===== src/hdl/tsc_pkg.sv =====
package tsc_pkg;
  // pointer values that select a register
  localparam logic [7:0] PTR_TEMP  = 8'h00;
  localparam logic [7:0] PTR_CFG   = 8'h01;
  localparam logic [7:0] PTR_UPPER = 8'h02;
  localparam logic [7:0] PTR_LOWER = 8'h03;

  // power-on values
  localparam logic [7:0] PTR_RST   = 8'h00;
  localparam logic [7:0] CFG_RST   = 8'h40;
  localparam logic [7:0] UPPER_RST = 8'h7F;
  localparam logic [7:0] LOWER_RST = 8'h80;
  localparam logic [9:0] TEMP_RST  = 10'h000;

  // configuration bit positions
  localparam int CFG_SHUTDOWN  = 7;
  localparam int CFG_ALERT_DIS = 5;
  localparam int CFG_POL       = 4;
  localparam int CFG_ALERT_CLR = 3;
  localparam int CFG_ONESHOT   = 2;
  // action bits never stick in the stored value
  localparam logic [7:0] CFG_KEEP_MASK = 8'hF3;

  // second temperature byte flag positions
  localparam int FLG_ALERT = 5;
  localparam int FLG_ABOVE = 4;
  localparam int FLG_BELOW = 3;

  // smbus alert response address
  localparam logic [6:0] ARA_ADDR = 7'h0C;
  localparam logic [3:0] BYTE_BITS = 4'h8;

  // timing, figures as printed, counts derived
  localparam int CLK_NS    = 10;
  localparam int WAKE_NS   = 4000;
  localparam int CONV_NS   = 25000;
  localparam int PERIOD_MS = 800;
  localparam int WAKE_CYC  = (WAKE_NS + CLK_NS - 1) / CLK_NS;
  localparam int CONV_CYC  = (CONV_NS + CLK_NS - 1) / CLK_NS;
  localparam int PERIOD_CYC_DEF = (PERIOD_MS * 1000000) / CLK_NS;

  // sensor front-end status carried together
  typedef struct packed {
    logic awake;
    logic converting;
    logic powered_down;
  } tsc_sensor_t;
endpackage


===== src/hdl/tsc_top.sv =====
// How it works
// - limit and config registers take one byte
// - write: address, pointer byte, one data byte
// - one byte per register, temperature two bytes
// - pointer kept between transactions
// - config D4 picks alert polarity, low default
// - config D5 set disables alert
// - alert asserts when temperature exceeds upper limit
// - D3 write or below lower clears alert
// - alert pin is open drain, pulls low
// - answer alert address only while pulling alert
// - arbitrate on own address, lowest wins
// - pointer selects temperature after reset
// - reset values 7Fh, 80h, 40h
// - automatic conversion every 800 ms
// - D2 starts one conversion, interval restarts
// - result dropped while serial access active
// - D7 set enters full power-down now, after a one-shot in flight
// - one-shot in power-down wakes 4 us, converts
// - stays down until D7 cleared or one-shot
// - serial access served while powered down
// - conversion takes 25 us after wake
// - pointers 0 temp, 2 upper, 3 lower
// - 10-bit temperature, high byte then low bits
// - limit flags clear on second byte read
`timescale 1ns/1ps
module tsc_top #(
  parameter int PERIOD_CYC = tsc_pkg::PERIOD_CYC_DEF
) (
  input  wire logic               mclk,
  input  wire logic               rst_n,
  input  wire logic [6:0]         dev_addr,
  input  wire logic               scl_in,
  input  wire logic               sda_in,
  output logic                    sda_out,
  output logic                    sda_oe_n,
  input  wire logic               alert_in,
  output logic                    alert_out,
  output logic                    alert_oe_n,
  input  wire logic [9:0]         adc_result,
  output tsc_pkg::tsc_sensor_t    sensor_st
);
  import tsc_pkg::*;

  localparam int PW = $clog2(PERIOD_CYC + 1);
  localparam logic [PW-1:0] PERIOD_LAST = PW'(PERIOD_CYC - 1);
  localparam logic [11:0]   WAKE_LAST   = 12'(WAKE_CYC - 1);
  localparam logic [11:0]   CONV_LAST   = 12'(CONV_CYC - 1);

  typedef enum logic [2:0] {S_IDLE, S_ADDR, S_AACK, S_RX, S_RACK, S_TX, S_TACK} tsc_bus_t;
  typedef enum logic [1:0] {C_SLEEP, C_WAKE, C_CONV} tsc_conv_t;

  //////////////////////////////////////////////////////////////////////////
  // declarations
  tsc_bus_t        bstate;        // serial slave state
  logic            scl_q;         // previous scl sample
  logic            sda_q;         // previous sda sample
  logic [3:0]      bit_cnt;       // bits of the current byte
  logic [7:0]      shreg;         // receive shifter
  logic [7:0]      txreg;         // transmit shifter
  logic [7:0]      ptr;           // address pointer
  logic [1:0]      byte_idx;      // byte number in transaction
  logic            rw;            // read transaction
  logic            ara;           // serving the alert address
  logic            acked;         // master acked last byte
  logic            wr_en;         // one-cycle register write
  logic [7:0]      wr_ptr;        // register written
  logic [7:0]      wr_data;       // data written
  logic            flag_clr;      // second temp byte read

  logic [7:0]      device_configuration; // mode, alert and power bits
  logic [7:0]      upper_temp_limit;     // alert set threshold
  logic [7:0]      lower_temp_limit;     // alert release threshold
  logic [9:0]      temp;          // stored temperature
  logic            alert_state;   // latched overtemperature
  logic            above_flag;    // above upper limit seen
  logic            below_lower_flag;

  tsc_conv_t       cstate;        // conversion sequencer
  logic [11:0]     ccnt;          // wake / conversion cycles
  logic            os_run;        // conversion was a one-shot
  logic [PW-1:0]   per_cnt;       // automatic interval counter

  logic scl_rise, scl_fall, start_c, stop_c;
  logic os_pulse, cfg_clr, full_powerdown_bit, period_tick;
  logic start_req, abort, conv_done, load;
  logic alert_act, pulling, ara_ok;
  logic hot, cold;
  logic [7:0] tx_first, tx_second;

  //////////////////////////////////////////////////////////////////////////
  // bus conditions, all inputs already synchronous
  assign scl_rise = scl_in & ~scl_q;
  assign scl_fall = ~scl_in & scl_q;
  assign start_c  = scl_in & scl_q & sda_q & ~sda_in;
  assign stop_c   = scl_in & scl_q & ~sda_q & sda_in;

  // config write side effects
  assign os_pulse = wr_en && wr_ptr == PTR_CFG && wr_data[CFG_ONESHOT];
  assign cfg_clr  = wr_en && wr_ptr == PTR_CFG && wr_data[CFG_ALERT_CLR];
  assign full_powerdown_bit = device_configuration[CFG_SHUTDOWN];

  // alert is the latched state gated by the disable bit
  assign alert_act = alert_state & ~device_configuration[CFG_ALERT_DIS];
  // only an active-low alert is a pull on the shared line
  assign pulling   = alert_act & ~device_configuration[CFG_POL];
  assign ara_ok    = pulling & ~alert_in;

  // bytes offered to a read, chosen by pointer
  always_comb begin
    tx_second = 8'h00;
    if (ara) begin
      tx_first = {dev_addr, 1'b0};
    end else begin
      case (ptr)
        PTR_TEMP: begin
          tx_first  = temp[9:2];
          tx_second = {temp[1:0], alert_act, above_flag, below_lower_flag, 3'h0};
        end
        PTR_CFG:   tx_first = device_configuration;
        PTR_UPPER: tx_first = upper_temp_limit;
        PTR_LOWER: tx_first = lower_temp_limit;
        default:   tx_first = 8'h00;
      endcase
    end
  end

  //////////////////////////////////////////////////////////////////////////
  // line samples for edge and condition detection
  always_ff @(posedge mclk or negedge rst_n) begin
    if (!rst_n) begin
      scl_q <= 1'b1;
      sda_q <= 1'b1;
    end else begin
      scl_q <= scl_in;
      sda_q <= sda_in;
    end
  end

  //////////////////////////////////////////////////////////////////////////
  // serial slave: sample on scl rise, change sda on scl fall
  always_ff @(posedge mclk or negedge rst_n) begin
    if (!rst_n) begin
      bstate   <= S_IDLE;
      bit_cnt  <= 4'h0;
      shreg    <= 8'h00;
      txreg    <= 8'h00;
      ptr      <= PTR_RST;
      byte_idx <= 2'h0;
      rw       <= 1'b0;
      ara      <= 1'b0;
      acked    <= 1'b0;
      sda_oe_n <= 1'b1;
      wr_en    <= 1'b0;
      wr_ptr   <= 8'h00;
      wr_data  <= 8'h00;
      flag_clr <= 1'b0;
    end else begin
      wr_en    <= 1'b0;
      flag_clr <= 1'b0;
      if (start_c) begin
        // repeated start allowed; pointer survives it
        bstate   <= S_ADDR;
        bit_cnt  <= 4'h0;
        sda_oe_n <= 1'b1;
      end else if (stop_c) begin
        bstate   <= S_IDLE;
        sda_oe_n <= 1'b1;
      end else begin
        case (bstate)
          S_ADDR: begin
            if (scl_rise) begin
              shreg   <= {shreg[6:0], sda_in};
              bit_cnt <= bit_cnt + 4'h1;
            end else if (scl_fall && bit_cnt == BYTE_BITS) begin
              if (shreg[7:1] == dev_addr) begin
                rw       <= shreg[0];
                ara      <= 1'b0;
                sda_oe_n <= 1'b0;
                bstate   <= S_AACK;
              end else if (shreg[7:1] == ARA_ADDR && shreg[0] && ara_ok) begin
                rw       <= 1'b1;
                ara      <= 1'b1;
                sda_oe_n <= 1'b0;
                bstate   <= S_AACK;
              end else begin
                bstate <= S_IDLE;  // not ours, wait for next start
              end
            end
          end
          S_AACK: begin
            if (scl_fall) begin
              bit_cnt  <= 4'h0;
              byte_idx <= 2'h0;
              if (rw) begin
                txreg    <= {tx_first[6:0], 1'b0};
                sda_oe_n <= tx_first[7];
                bstate   <= S_TX;
              end else begin
                sda_oe_n <= 1'b1;
                bstate   <= S_RX;
              end
            end
          end
          S_RX: begin
            if (scl_rise) begin
              shreg   <= {shreg[6:0], sda_in};
              bit_cnt <= bit_cnt + 4'h1;
            end else if (scl_fall && bit_cnt == BYTE_BITS) begin
              sda_oe_n <= 1'b0;
              bstate   <= S_RACK;
              if (byte_idx == 2'h0) begin
                ptr <= shreg;
              end else if (byte_idx == 2'h1) begin
                // only the first data byte lands; later ones are acked and dropped
                wr_en   <= 1'b1;
                wr_ptr  <= ptr;
                wr_data <= shreg;
              end
              if (byte_idx != 2'h2) begin
                byte_idx <= byte_idx + 2'h1;
              end
            end
          end
          S_RACK: begin
            if (scl_fall) begin
              sda_oe_n <= 1'b1;
              bit_cnt  <= 4'h0;
              bstate   <= S_RX;
            end
          end
          S_TX: begin
            if (scl_rise) begin
              bit_cnt <= bit_cnt + 4'h1;
              // released a one but line is low: lost arbitration
              if (ara && sda_oe_n && !sda_in) begin
                bstate <= S_IDLE;
              end
            end else if (scl_fall) begin
              if (bit_cnt == BYTE_BITS) begin
                sda_oe_n <= 1'b1;
                bstate   <= S_TACK;
              end else begin
                sda_oe_n <= txreg[7];
                txreg    <= {txreg[6:0], 1'b0};
              end
            end
          end
          S_TACK: begin
            if (scl_rise) begin
              acked <= ~sda_in;
              if (!ara && ptr == PTR_TEMP && byte_idx == 2'h1) begin
                flag_clr <= 1'b1;
              end
            end else if (scl_fall) begin
              bit_cnt <= 4'h0;
              if (acked) begin
                // past the last defined byte the device sends zeros
                byte_idx <= (byte_idx == 2'h2) ? byte_idx : byte_idx + 2'h1;
                if (byte_idx == 2'h0) begin
                  txreg    <= {tx_second[6:0], 1'b0};
                  sda_oe_n <= tx_second[7];
                end else begin
                  txreg    <= 8'h00;
                  sda_oe_n <= 1'b0;
                end
                bstate <= S_TX;
              end else begin
                bstate <= S_IDLE;  // nack ends the read, stop follows
              end
            end
          end
          default: begin
            sda_oe_n <= 1'b1;
          end
        endcase
      end
    end
  end

  //////////////////////////////////////////////////////////////////////////
  // register file, reachable in every power mode
  always_ff @(posedge mclk or negedge rst_n) begin
    if (!rst_n) begin
      device_configuration <= CFG_RST;
      upper_temp_limit     <= UPPER_RST;
      lower_temp_limit     <= LOWER_RST;
    end else if (wr_en) begin
      case (wr_ptr)
        PTR_CFG:   device_configuration <= wr_data & CFG_KEEP_MASK;
        PTR_UPPER: upper_temp_limit     <= wr_data;
        PTR_LOWER: lower_temp_limit     <= wr_data;
        default:   device_configuration <= device_configuration;  // temperature is read only
      endcase
    end
  end

  //////////////////////////////////////////////////////////////////////////
  // automatic interval; starts full so the first conversion follows reset
  always_ff @(posedge mclk or negedge rst_n) begin
    if (!rst_n) begin
      per_cnt <= PERIOD_LAST;
    end else if (os_pulse || full_powerdown_bit || per_cnt == PERIOD_LAST) begin
      per_cnt <= '0;
    end else begin
      per_cnt <= per_cnt + PW'(1);
    end
  end
  assign period_tick = per_cnt == PERIOD_LAST && !full_powerdown_bit;

  //////////////////////////////////////////////////////////////////////////
  // conversion sequencer: wake, convert, sleep
  assign start_req = os_pulse | period_tick;
  // power-down cuts a periodic conversion short, not a one-shot
  assign abort     = full_powerdown_bit & ~os_run & cstate != C_SLEEP;
  assign conv_done = cstate == C_CONV && ccnt == CONV_LAST && !abort;

  always_ff @(posedge mclk or negedge rst_n) begin
    if (!rst_n) begin
      cstate <= C_SLEEP;
      ccnt   <= 12'h000;
      os_run <= 1'b0;
    end else if (start_req) begin
      // a one-shot restarts any conversion in flight
      cstate <= C_WAKE;
      ccnt   <= 12'h000;
      os_run <= os_pulse;
    end else if (abort) begin
      cstate <= C_SLEEP;
      ccnt   <= 12'h000;
    end else begin
      case (cstate)
        C_WAKE: begin
          if (ccnt == WAKE_LAST) begin
            cstate <= C_CONV;
            ccnt   <= 12'h000;
          end else begin
            ccnt <= ccnt + 12'h001;
          end
        end
        C_CONV: begin
          if (ccnt == CONV_LAST) begin
            cstate <= C_SLEEP;
            ccnt   <= 12'h000;
            os_run <= 1'b0;
          end else begin
            ccnt <= ccnt + 12'h001;
          end
        end
        default: begin
          ccnt <= 12'h000;  // asleep, partial or full
        end
      endcase
    end
  end

  // front-end power and activity, registered
  always_ff @(posedge mclk or negedge rst_n) begin
    if (!rst_n) begin
      sensor_st <= '0;
    end else begin
      sensor_st.awake        <= cstate != C_SLEEP;
      sensor_st.converting   <= cstate == C_CONV;
      sensor_st.powered_down <= full_powerdown_bit & cstate == C_SLEEP;
    end
  end

  //////////////////////////////////////////////////////////////////////////
  // result load, refused while the slave is busy so no torn read
  assign load = conv_done && bstate == S_IDLE;
  assign hot  = $signed(adc_result) > $signed({upper_temp_limit, 2'h0});
  assign cold = $signed(adc_result) < $signed({lower_temp_limit, 2'h0});

  always_ff @(posedge mclk or negedge rst_n) begin
    if (!rst_n) begin
      temp <= TEMP_RST;
    end else if (load) begin
      temp <= adc_result;
    end
  end

  // latched alert; a new overtemperature beats any clear
  always_ff @(posedge mclk or negedge rst_n) begin
    if (!rst_n) begin
      alert_state <= 1'b0;
    end else if (load && hot) begin
      alert_state <= 1'b1;
    end else if (cfg_clr || (load && cold)) begin
      alert_state <= 1'b0;
    end
  end

  // limit flags, set wins over the read clear
  always_ff @(posedge mclk or negedge rst_n) begin
    if (!rst_n) begin
      above_flag       <= 1'b0;
      below_lower_flag <= 1'b0;
    end else begin
      if (load && hot) begin
        above_flag <= 1'b1;
      end else if (flag_clr) begin
        above_flag <= 1'b0;
      end
      if (load && cold) begin
        below_lower_flag <= 1'b1;
      end else if (flag_clr) begin
        below_lower_flag <= 1'b0;
      end
    end
  end

  //////////////////////////////////////////////////////////////////////////
  // open-drain pins: output data is always low, only the enable moves
  always_ff @(posedge mclk or negedge rst_n) begin
    if (!rst_n) begin
      sda_out    <= 1'b0;
      alert_out  <= 1'b0;
      alert_oe_n <= 1'b1;
    end else begin
      sda_out   <= 1'b0;
      alert_out <= 1'b0;
      // active high means the line is held low while inactive
      alert_oe_n <= ~(alert_act ^ device_configuration[CFG_POL]);
    end
  end
endmodule


===== config.mk =====
export PLATFORM = sky130hd
export DESIGN_NAME = tsc_top
export DESIGN_NICKNAME = d
export VERILOG_FILES = /design/src/hdl/tsc_pkg.sv /design/src/hdl/tsc_top.sv
export SDC_FILE = /design/constraint.sdc
export NUM_CORES = 1
export LEC_CHECK = 0
export BUFFER_PORTS_ARGS = -buffer_cell sky130_fd_sc_hd__buf_4
export CORE_ASPECT_RATIO = 0.9
export CORE_MARGIN = 8
export CORE_UTILIZATION = 62
export DETAILED_ROUTE_END_ITERATION = 10
export PLACE_DENSITY = 0.8
export SETUP_SLACK_MARGIN = 0.4
export SYNTH_ARGS = -nofsm -noshare
export SYNTH_HDL_FRONTEND = slang
export SYNTH_SLANG_ARGS = --single-unit

===== constraint.sdc =====
create_clock -name mclk -period 2.65 [get_ports mclk]
set_clock_uncertainty 0.05 [all_clocks]
set_input_delay 0.53 -clock mclk [delete_from_list [all_inputs] [get_ports mclk]]
set_output_delay 0.53 -clock mclk [all_outputs]
set_load 0.005 [all_outputs]

==> impl_metrics.tcl, run 1 <==
set metrics [dict create \
    initial_utilization 0.638 \
    power_density_mw_per_mm2 682 \
    floorplan.io_pins 29 \
    post_synth_instance_area_mm2 0.00729 \
    design.core.area_mm2 0.0114 \
    dp_slack_ps 175 \
    overall_track_demand_over_capacity_in_global_routing 0.236 \
    total_leakage_power_nw 3.78 \
    nets 773 \
    ys_warn_count 0 \
    synth_area_leader_cell "sky130_fd_sc_hd__dfrtp_1" \
    cts_hold_buf 0 \
    finalWorstPathRequiredPeriod_ps 2180 \
    critical-path-top-delay-family "simple AND/OR/NAND/NOR gates" \
    worst_ep_arrival_time_ps 2500 \
    launch_point_of_the_worst_reg_to_reg_path "ptr[3]" \
    yosys.cell_types.count 77 \
    r2r_end "sda_oe_n" \
    area.growth.synth_to_final_pct 14.8 \
    hpwl_um 12000 \
    synth_async_sr_flop_share 1.00 \
    tritoncts "built" \
    synth_top_cell_area_share 0.367 \
    timing.reg2reg.worst_path_depth 6 \
    worst_slack_ps 467 \
    multi_input_area_mm2 0.00356 \
    detail_route.vias_per_cell 6.18 \
    cts_htree_levels 4 \
    synth.top_cells.by_area "sky130_fd_sc_hd__dfrtp_1, sky130_fd_sc_hd__dfstp_2, sky130_fd_sc_hd__mux2_2" \
    syn_area_per_cell_um2 10.9 \
    fill_cells 774 \
    drtPass1Iterations 5 \
    grt_max_degree 59 \
    synth_flop_cell "sky130_fd_sc_hd__dfrtp_1" \
    ys_ff_latch 137 \
    ff2ff_setup_slack_ps 470 \
    clk_path_buf_depth 2 \
    drv_slew 0 \
    die_height_um 119 \
    max-slew-margin-rel 0.609 \
    global_route.overflow_total 0 \
    vdd_drop_max_v 0.000459 \
    die_area_mm2 0.0155 \
    clock_sinks 137 \
    finalCritPeriodShare 0.824 \
    crit_slowest_cell "sky130_fd_sc_hd__or4_4" \
    setup.worst_path.end_class "flop" \
    num_antenna_cells 0 \
    via_count_of_the_first_global_routing_pass 5590 \
    edff_count_synth 0 \
    gp_congestion 0.892 \
    cp.depth 6 \
    setup_viol_count_final 0 \
    worstPathCellList "or4_4, nor4_4, buf_4, and4_4, a211o_1, mux2_2" \
    hold_viol 0 \
    buffer_ports.inserted 26 \
    max_cap_viol_count 0 \
    detail_route.drc_violations 0 \
    cp_num_buf_inv 1 \
    cp_max_fo 5 \
    drtAntennaViolNets 0 \
    routed_len_inst_um 19.6 \
    ys_seq_area_frac 0.475 \
    max_clock_freq_mhz 458 \
    yosysMostFrequentCell "sky130_fd_sc_hd__dfrtp_1" \
    floorplan.rows 37 \
    grt_pass1_wl_um 28500 \
    area.sequential_mm2 0.00347 \
    grt_setup_unrepaired "yes" \
    via_count 5498 \
    number_of_cells_produced_by_synthesis 671 \
    clock_pin_slew_of_the_registers_on_the_worst_case_setup_and_hold_paths_ps 60 \
    post_route_cells_drive_above_1_share 0.271 \
    cts_inserted_buffers 17 \
    synth_commonest_cells "sky130_fd_sc_hd__dfrtp_1, sky130_fd_sc_hd__nor2_1, sky130_fd_sc_hd__mux2_2, sky130_fd_sc_hd__nand2_1, sky130_fd_sc_hd__inv_1" \
    worst_skew_pair.late_latency_ps 430 \
    worst_ep_required_time_ps 2970 \
    worstSetupStartpointType "flop" \
    critPathMaxStageDelay_ps 570 \
    outcome "completed" \
    final_total_negative_setup_slack_ps 0 \
    finalWirelength_um 17400 \
    die_width_um 130 \
    drt_iter0_drc 510 \
    worst_pin_slew_ps 586 \
    min_path_type "primary input to async pin" \
    worst_setup_path_class "flop to flop" \
    cts_root_buffer "sky130_fd_sc_hd__clkbuf_16" \
    antenna_found_initial 0 \
]
==> what timing repair did <==
action / 4_1_cts / 5_1_grt
resized for setup: 3 / 13
buffers inserted: 0 / 3
cloned: 0 / 1
setup endpoints to repair: 29 / 71
pin swaps: 0 / 4
==> registers in the layout, indices dropped and copies added, names as in the netlist, 2 cells and up <==
name,count
ccnt,12
per_cnt,27
temp,10
ptr,8
txreg,7
shreg,8
device_configuration,6
sensor_st,3
cstate,2
bstate,3
byte_idx,2
wr_data,8
upper_temp_limit,8
lower_temp_limit,8
bit_cnt,4
wr_ptr,8
==> per-stage QoR <==
stage | power [mW] | hold slack (ps) | cell area, µm² | util | std cells
2_1_floorplan | 3.05 | 184 | 7300 | - | 672
3_3_place_gp | 3.32 | 385 | 7680 | 0.671 | 853
3_5_place_dp | 3.36 | 408 | 7680 | 0.671 | 853
4_1_cts | 5.69 | 45.8 | 8280 | 0.724 | 885
5_1_grt | 5.94 | 68.1 | 8370 | 0.732 | 889
6_report | 5.71 | 32.4 | 8370 | 0.732 | 889
==> cell usage in the layout (no fill, tap or decap), drive strengths merged, types with 5 or more instances in the layout <==
cell      n
a21oi    16
and2     11
and3      9
and4      5
buf      48
clkbuf   22
clkinv    5
dfrtp   107
dfstp    30
ha       31
inv      47
mux2     61
mux4      6
nand2    48
nand3    30
nand4     8
nor2     61
nor2b     6
nor3     15
nor4      6
o21ai    35
xnor2    24
xor2     18
==> layout make-up <==
cell class / instances / share of cell area
repair buffers: 48 / 0.0474
multi-input cells: 470 / 0.426
clock buffers: 22 / 0.0542
inverters: 46 / 0.0206
flip-flops and latches: 137 / 0.414
well taps: 156 / 0.0233
clock inverters: 10 / 0.0148
==> power by group <==
part / internal, mW / total, mW / switching (mW) / leakage, nW
registers: 2.23 / 2.39 / 0.160 / 1.75
clock network: 1.42 / 2.31 / 0.896 / 0.275
logic: 0.439 / 1.01 / 0.574 / 1.75
total: 4.08 / 5.71 / 1.63 / 3.78
==> worst max-delay path by stage <==
stage               start          to  slack [ps]
2_1_floorplan       scl_q  wr_data[4]         610
3_3_place_gp       scl_in  wr_data[4]         270
3_5_place_dp       scl_in   wr_ptr[1]         170
4_1_cts        bit_cnt[0]   wr_ptr[1]         400
5_1_grt         bstate[0]    txreg[7]         360
6_report           ptr[3]    sda_oe_n         470
==> routing by layer <==
| metal | GRT usage | share of wire | vias to the layer above |
|---|---|---|---|
| li1 | - | - | 2468 |
| met1 | 0.307 | 0.44 | 2803 |
| met5 | 0 | 0 | - |
| met3 | 0.0633 | 0.059 | 35 |
| met2 | 0.370 | 0.48 | 192 |
| met4 | 0.0885 | 0.021 | 0 |
==> logic make-up after synthesis <==
family                     Yosys count  synth area share
xor gates and xnor gates            42            0.0504
buffers and inverters               66            0.0468
AOI/OAI and AO/OA                  101            0.0925
and+or+nand+nor                    222             0.163
adders and majority gates           31            0.0532
other                                1          0.000514
muxes                               71             0.118
DFF                                137             0.475
No activity file was read; power rests on OpenSTA's default activity.
==> inputs of run 2 (changes only) <==
ABC_AREA = 1   (was not set)
CORE_UTILIZATION = 63   (was 62)
PLACE_DENSITY = 0.81   (was 0.8)
clock period = 2.2 ns   (was 2.65 ns; I/O delays follow)
==> run 2 against run 1 <==
Net effect:
- die area grew 5.6%
- cell count rose by 41%
- core utilization grew 8.2 points
- fmax rose by 13%
- largest cell class unchanged
- register-to-register slack lost 200 ps
- largest power group is now the clock network
- sequential cell count is the same
- synthesized cell count grew 50%
- synthesized area is 8.1% higher
==> impl_metrics.tcl, run 2 <==
set metrics [dict create \
    grt_setup_unrepaired "yes" \
    worst_ep_arrival_time_ps 2200 \
    place.detailed.instances 1189 \
    post_layout_nonfiller_instances 1256 \
    ys_seq_area_frac 0.439 \
    ys_ff_latch 137 \
    largest_register_ff_count 27 \
    portion_of_total_power_attributed_to_sequential_cells 0.396 \
    swShare 0.272 \
    yosys.area_share.adder 0.0492 \
    number_of_cells_produced_by_synthesis 1008 \
    antenna_found_initial 0 \
    clock_sinks 137 \
    floorplan.io_pins 29 \
    grt_max_degree 52 \
    design.core.area_mm2 0.0121 \
    synth_mux_area_frac 0.00254 \
    fin_util 0.814 \
    yosysMostFrequentCell "sky130_fd_sc_hd__nand2_1" \
    dominant_combinational_cell_family_by_area_after_synthesis "simple AND/OR/NAND/NOR gates" \
    max_clock_freq_mhz 517 \
    synth_top_cell_area_share 0.340 \
    synth_area_leader_cell "sky130_fd_sc_hd__dfrtp_1" \
    synth_commonest_cells "sky130_fd_sc_hd__nand2_1, sky130_fd_sc_hd__inv_1, sky130_fd_sc_hd__nor2_1, sky130_fd_sc_hd__dfrtp_1, sky130_fd_sc_hd__o21ai_0" \
    min_path_type "primary input to flop" \
    clk_path_buf_depth 2 \
    timing.reg2reg.worst_path_depth 8 \
    hpwl_um 13600 \
    area.growth.synth_to_final_pct 25.2 \
    drv_slew 0 \
    yosys.area_share.simple 0.300 \
    largest_register "per_cnt" \
    synth_async_sr_flop_share 1.00 \
    ff2ff_setup_slack_ps 270 \
    p_clk_frac 0.455 \
    layout_top_registers "per_cnt (27), ccnt (12), temp (10)" \
    syn_area_per_cell_um2 7.82 \
    global_route.overflow_total 0 \
    launch_point_of_the_worst_reg_to_reg_path "scl_q" \
    r2r_end "wr_ptr[3]" \
    power_frac_comb 0.150 \
    setup_viol_count_final 0 \
    outcome "completed" \
    leading_cell_type_in_the_layout_fill_and_taps_excluded "sky130_fd_sc_hd__nand2_1" \
    cp_max_fo 30 \
    setup.worst_path.end_class "flop" \
    buffer_ports.inserted 26 \
    routed_len_inst_um 17.0 \
    cp-endpoint "wr_ptr[3]" \
    critical_path.startpoint "scl_q" \
    synth_compound_area_frac 0.0876 \
    post_synth_instance_area_mm2 0.00789 \
    via_count_of_the_first_global_routing_pass 6872 \
    clock_pin_slew_of_the_registers_on_the_worst_case_setup_and_hold_paths_ps 60 \
    intPower_mw 5.22 \
    final_total_negative_setup_slack_ps 0 \
    hold_viol 0 \
    ys_warn_count 0 \
    worst_setup_path_class "flop to flop" \
    tritoncts "built" \
    finalCritPeriodShare 0.879 \
    overall_track_demand_over_capacity_in_global_routing 0.254 \
    detail_route.drc_violations 0 \
    max_cap_viol_count 0 \
    worstSetupStartpointType "flop" \
    num_antenna_cells 0 \
    worst_ep_required_time_ps 2460 \
    vdd_drop_max_v 0.000644 \
    p_switching_mw 1.95 \
    synth.top_cells.by_area "sky130_fd_sc_hd__dfrtp_1, sky130_fd_sc_hd__nand2_1, sky130_fd_sc_hd__dfstp_2" \
    final_design_area_no_fill_mm2 0.00987 \
    die_width_um 134 \
    worst_skew_pair.late_latency_ps 430 \
    post_route_cells_drive_above_1_share 0.265 \
    power_mw 7.17 \
    cts_inserted_buffers 17 \
    finalWorstPathRequiredPeriod_ps 1930 \
    yosys.area_share.xor_xnor 0.0289 \
    drt_iter0_drc 551 \
    synth_flop_cell "sky130_fd_sc_hd__dfrtp_1" \
    floorplan.rows 38 \
    grt_pass1_wl_um 33300 \
    die_area_mm2 0.0164 \
    critPathMaxStageDelay_ps 600 \
    nets 1136 \
    gp_congestion 1.01 \
    total_leakage_power_nw 4.50 \
    power_density_mw_per_mm2 726 \
    initial_utilization 0.650 \
    placement.cell_area_mm2 0.00827 \
    finalWirelength_um 21400 \
    drtAntennaViolNets 0 \
    die_height_um 122 \
    cts_root_buffer "sky130_fd_sc_hd__clkbuf_16" \
    via_count 7187 \
    crit_slowest_cell "sky130_fd_sc_hd__dfstp_2" \
    worstPathCellList "ha_4, nand4_1, buf_4, nor2_4, nand3_2, buf_12, mux2i_1, inv_1" \
    drtPass1Iterations 5 \
    hold_start "sda_in" \
    detail_route.vias_per_cell 5.72 \
    edff_count_synth 0 \
    layout.cells.most_common_list "sky130_fd_sc_hd__nand2_1, sky130_fd_sc_hd__inv_1, sky130_fd_sc_hd__dfrtp_1" \
    yosys.cell_types.count 49 \
    cts_htree_levels 4 \
]
[run 2: cell count changes after synthesis, sizes merged, moves of 31 or more]
cell   delta
mux2     -61
nand2   +208
nand3    +31
nor2     +75
inv     +104
o21ai    +49
[run 2: timing repair]
action / in CTS / in global routing
gates cloned: 1 / 2
buffers inserted: 16 / 15
resized for setup: 62 / 110
setup endpoints to repair: 98 / 104
pin swaps: 19 / 50
hold buffers: 1 / 0
endpoints found under the hold margin: 37 / 0
[run 2: how the worst min path moves through the flow]
stage / to / cells past startpoint
4_1_cts: sda_q / 1
3_3_place_gp: ptr[6] / 1
5_1_grt: sda_q / 1
3_5_place_dp: ptr[6] / 1
2_1_floorplan: above_flag / 0
6_report: sda_q / 1
[run 2: metrics by stage]
| step | hold WS, ps | setup WS [ps] |
|---|---|---|
| global route | 101 | 163 |
| floorplan | 94.4 | 415 |
| finish | 105 | 266 |
| global placement | 350 | 170 |
| CTS | 92.4 | 340 |
| detailed placement | 353 | 125 |
[run 2: cell families (layout without fill, tap and decap cells)]
logic type / Yosys count / after routing
flops: 137 / 137
compound gates: 126 / 126
xor+xnor: 26 / 26
mux: 2 / 2
fa+ha+maj: 31 / 31
buf+inv: 170 / 255
other cells: 1 / 2
simple gates: 515 / 517
[run 2: final cells by class]
class	count	area [µm²]
multi-input cells	704	4290
flip-flops and latches	137	3470
clock inverters	10	188
well taps	160	200
repair buffers	73	658
inverters	150	583
fillers	741	2250
clock buffers	22	484
[run 2: power by group through the flow]
| stage | registers, mW | logic, mW | clock network, mW |
|---|---|---|---|
| after CTS | 2.82 | 0.987 | 3.26 |
| after global routing | 2.85 | 1.18 | 3.37 |
| after floorplan | 2.81 | 0.645 | 0 |
| final | 2.84 | 1.07 | 3.26 |
| after detailed placement | 2.87 | 0.865 | 0 |
| after global placement | 2.87 | 0.843 | 0 |
[run 2: per-layer routing]
layer / up-vias / share of wire / track usage
li1: 3381 / - / -
met1: 3455 / 0.42 / 0.318
met2: 287 / 0.49 / 0.416
met3: 64 / 0.063 / 0.0551
met4: 0 / 0.028 / 0.123
met5: - / 0 / 0
[run 2: worst max-delay path, delay by kind of cell, from the launching register on]
family	cells	cell delay, ps
adder cells (fa/ha/maj)	1	170
buffers and inverters	3	440
flip-flops	1	600
multiplexers	1	180
AND/OR/NAND/NOR	3	360
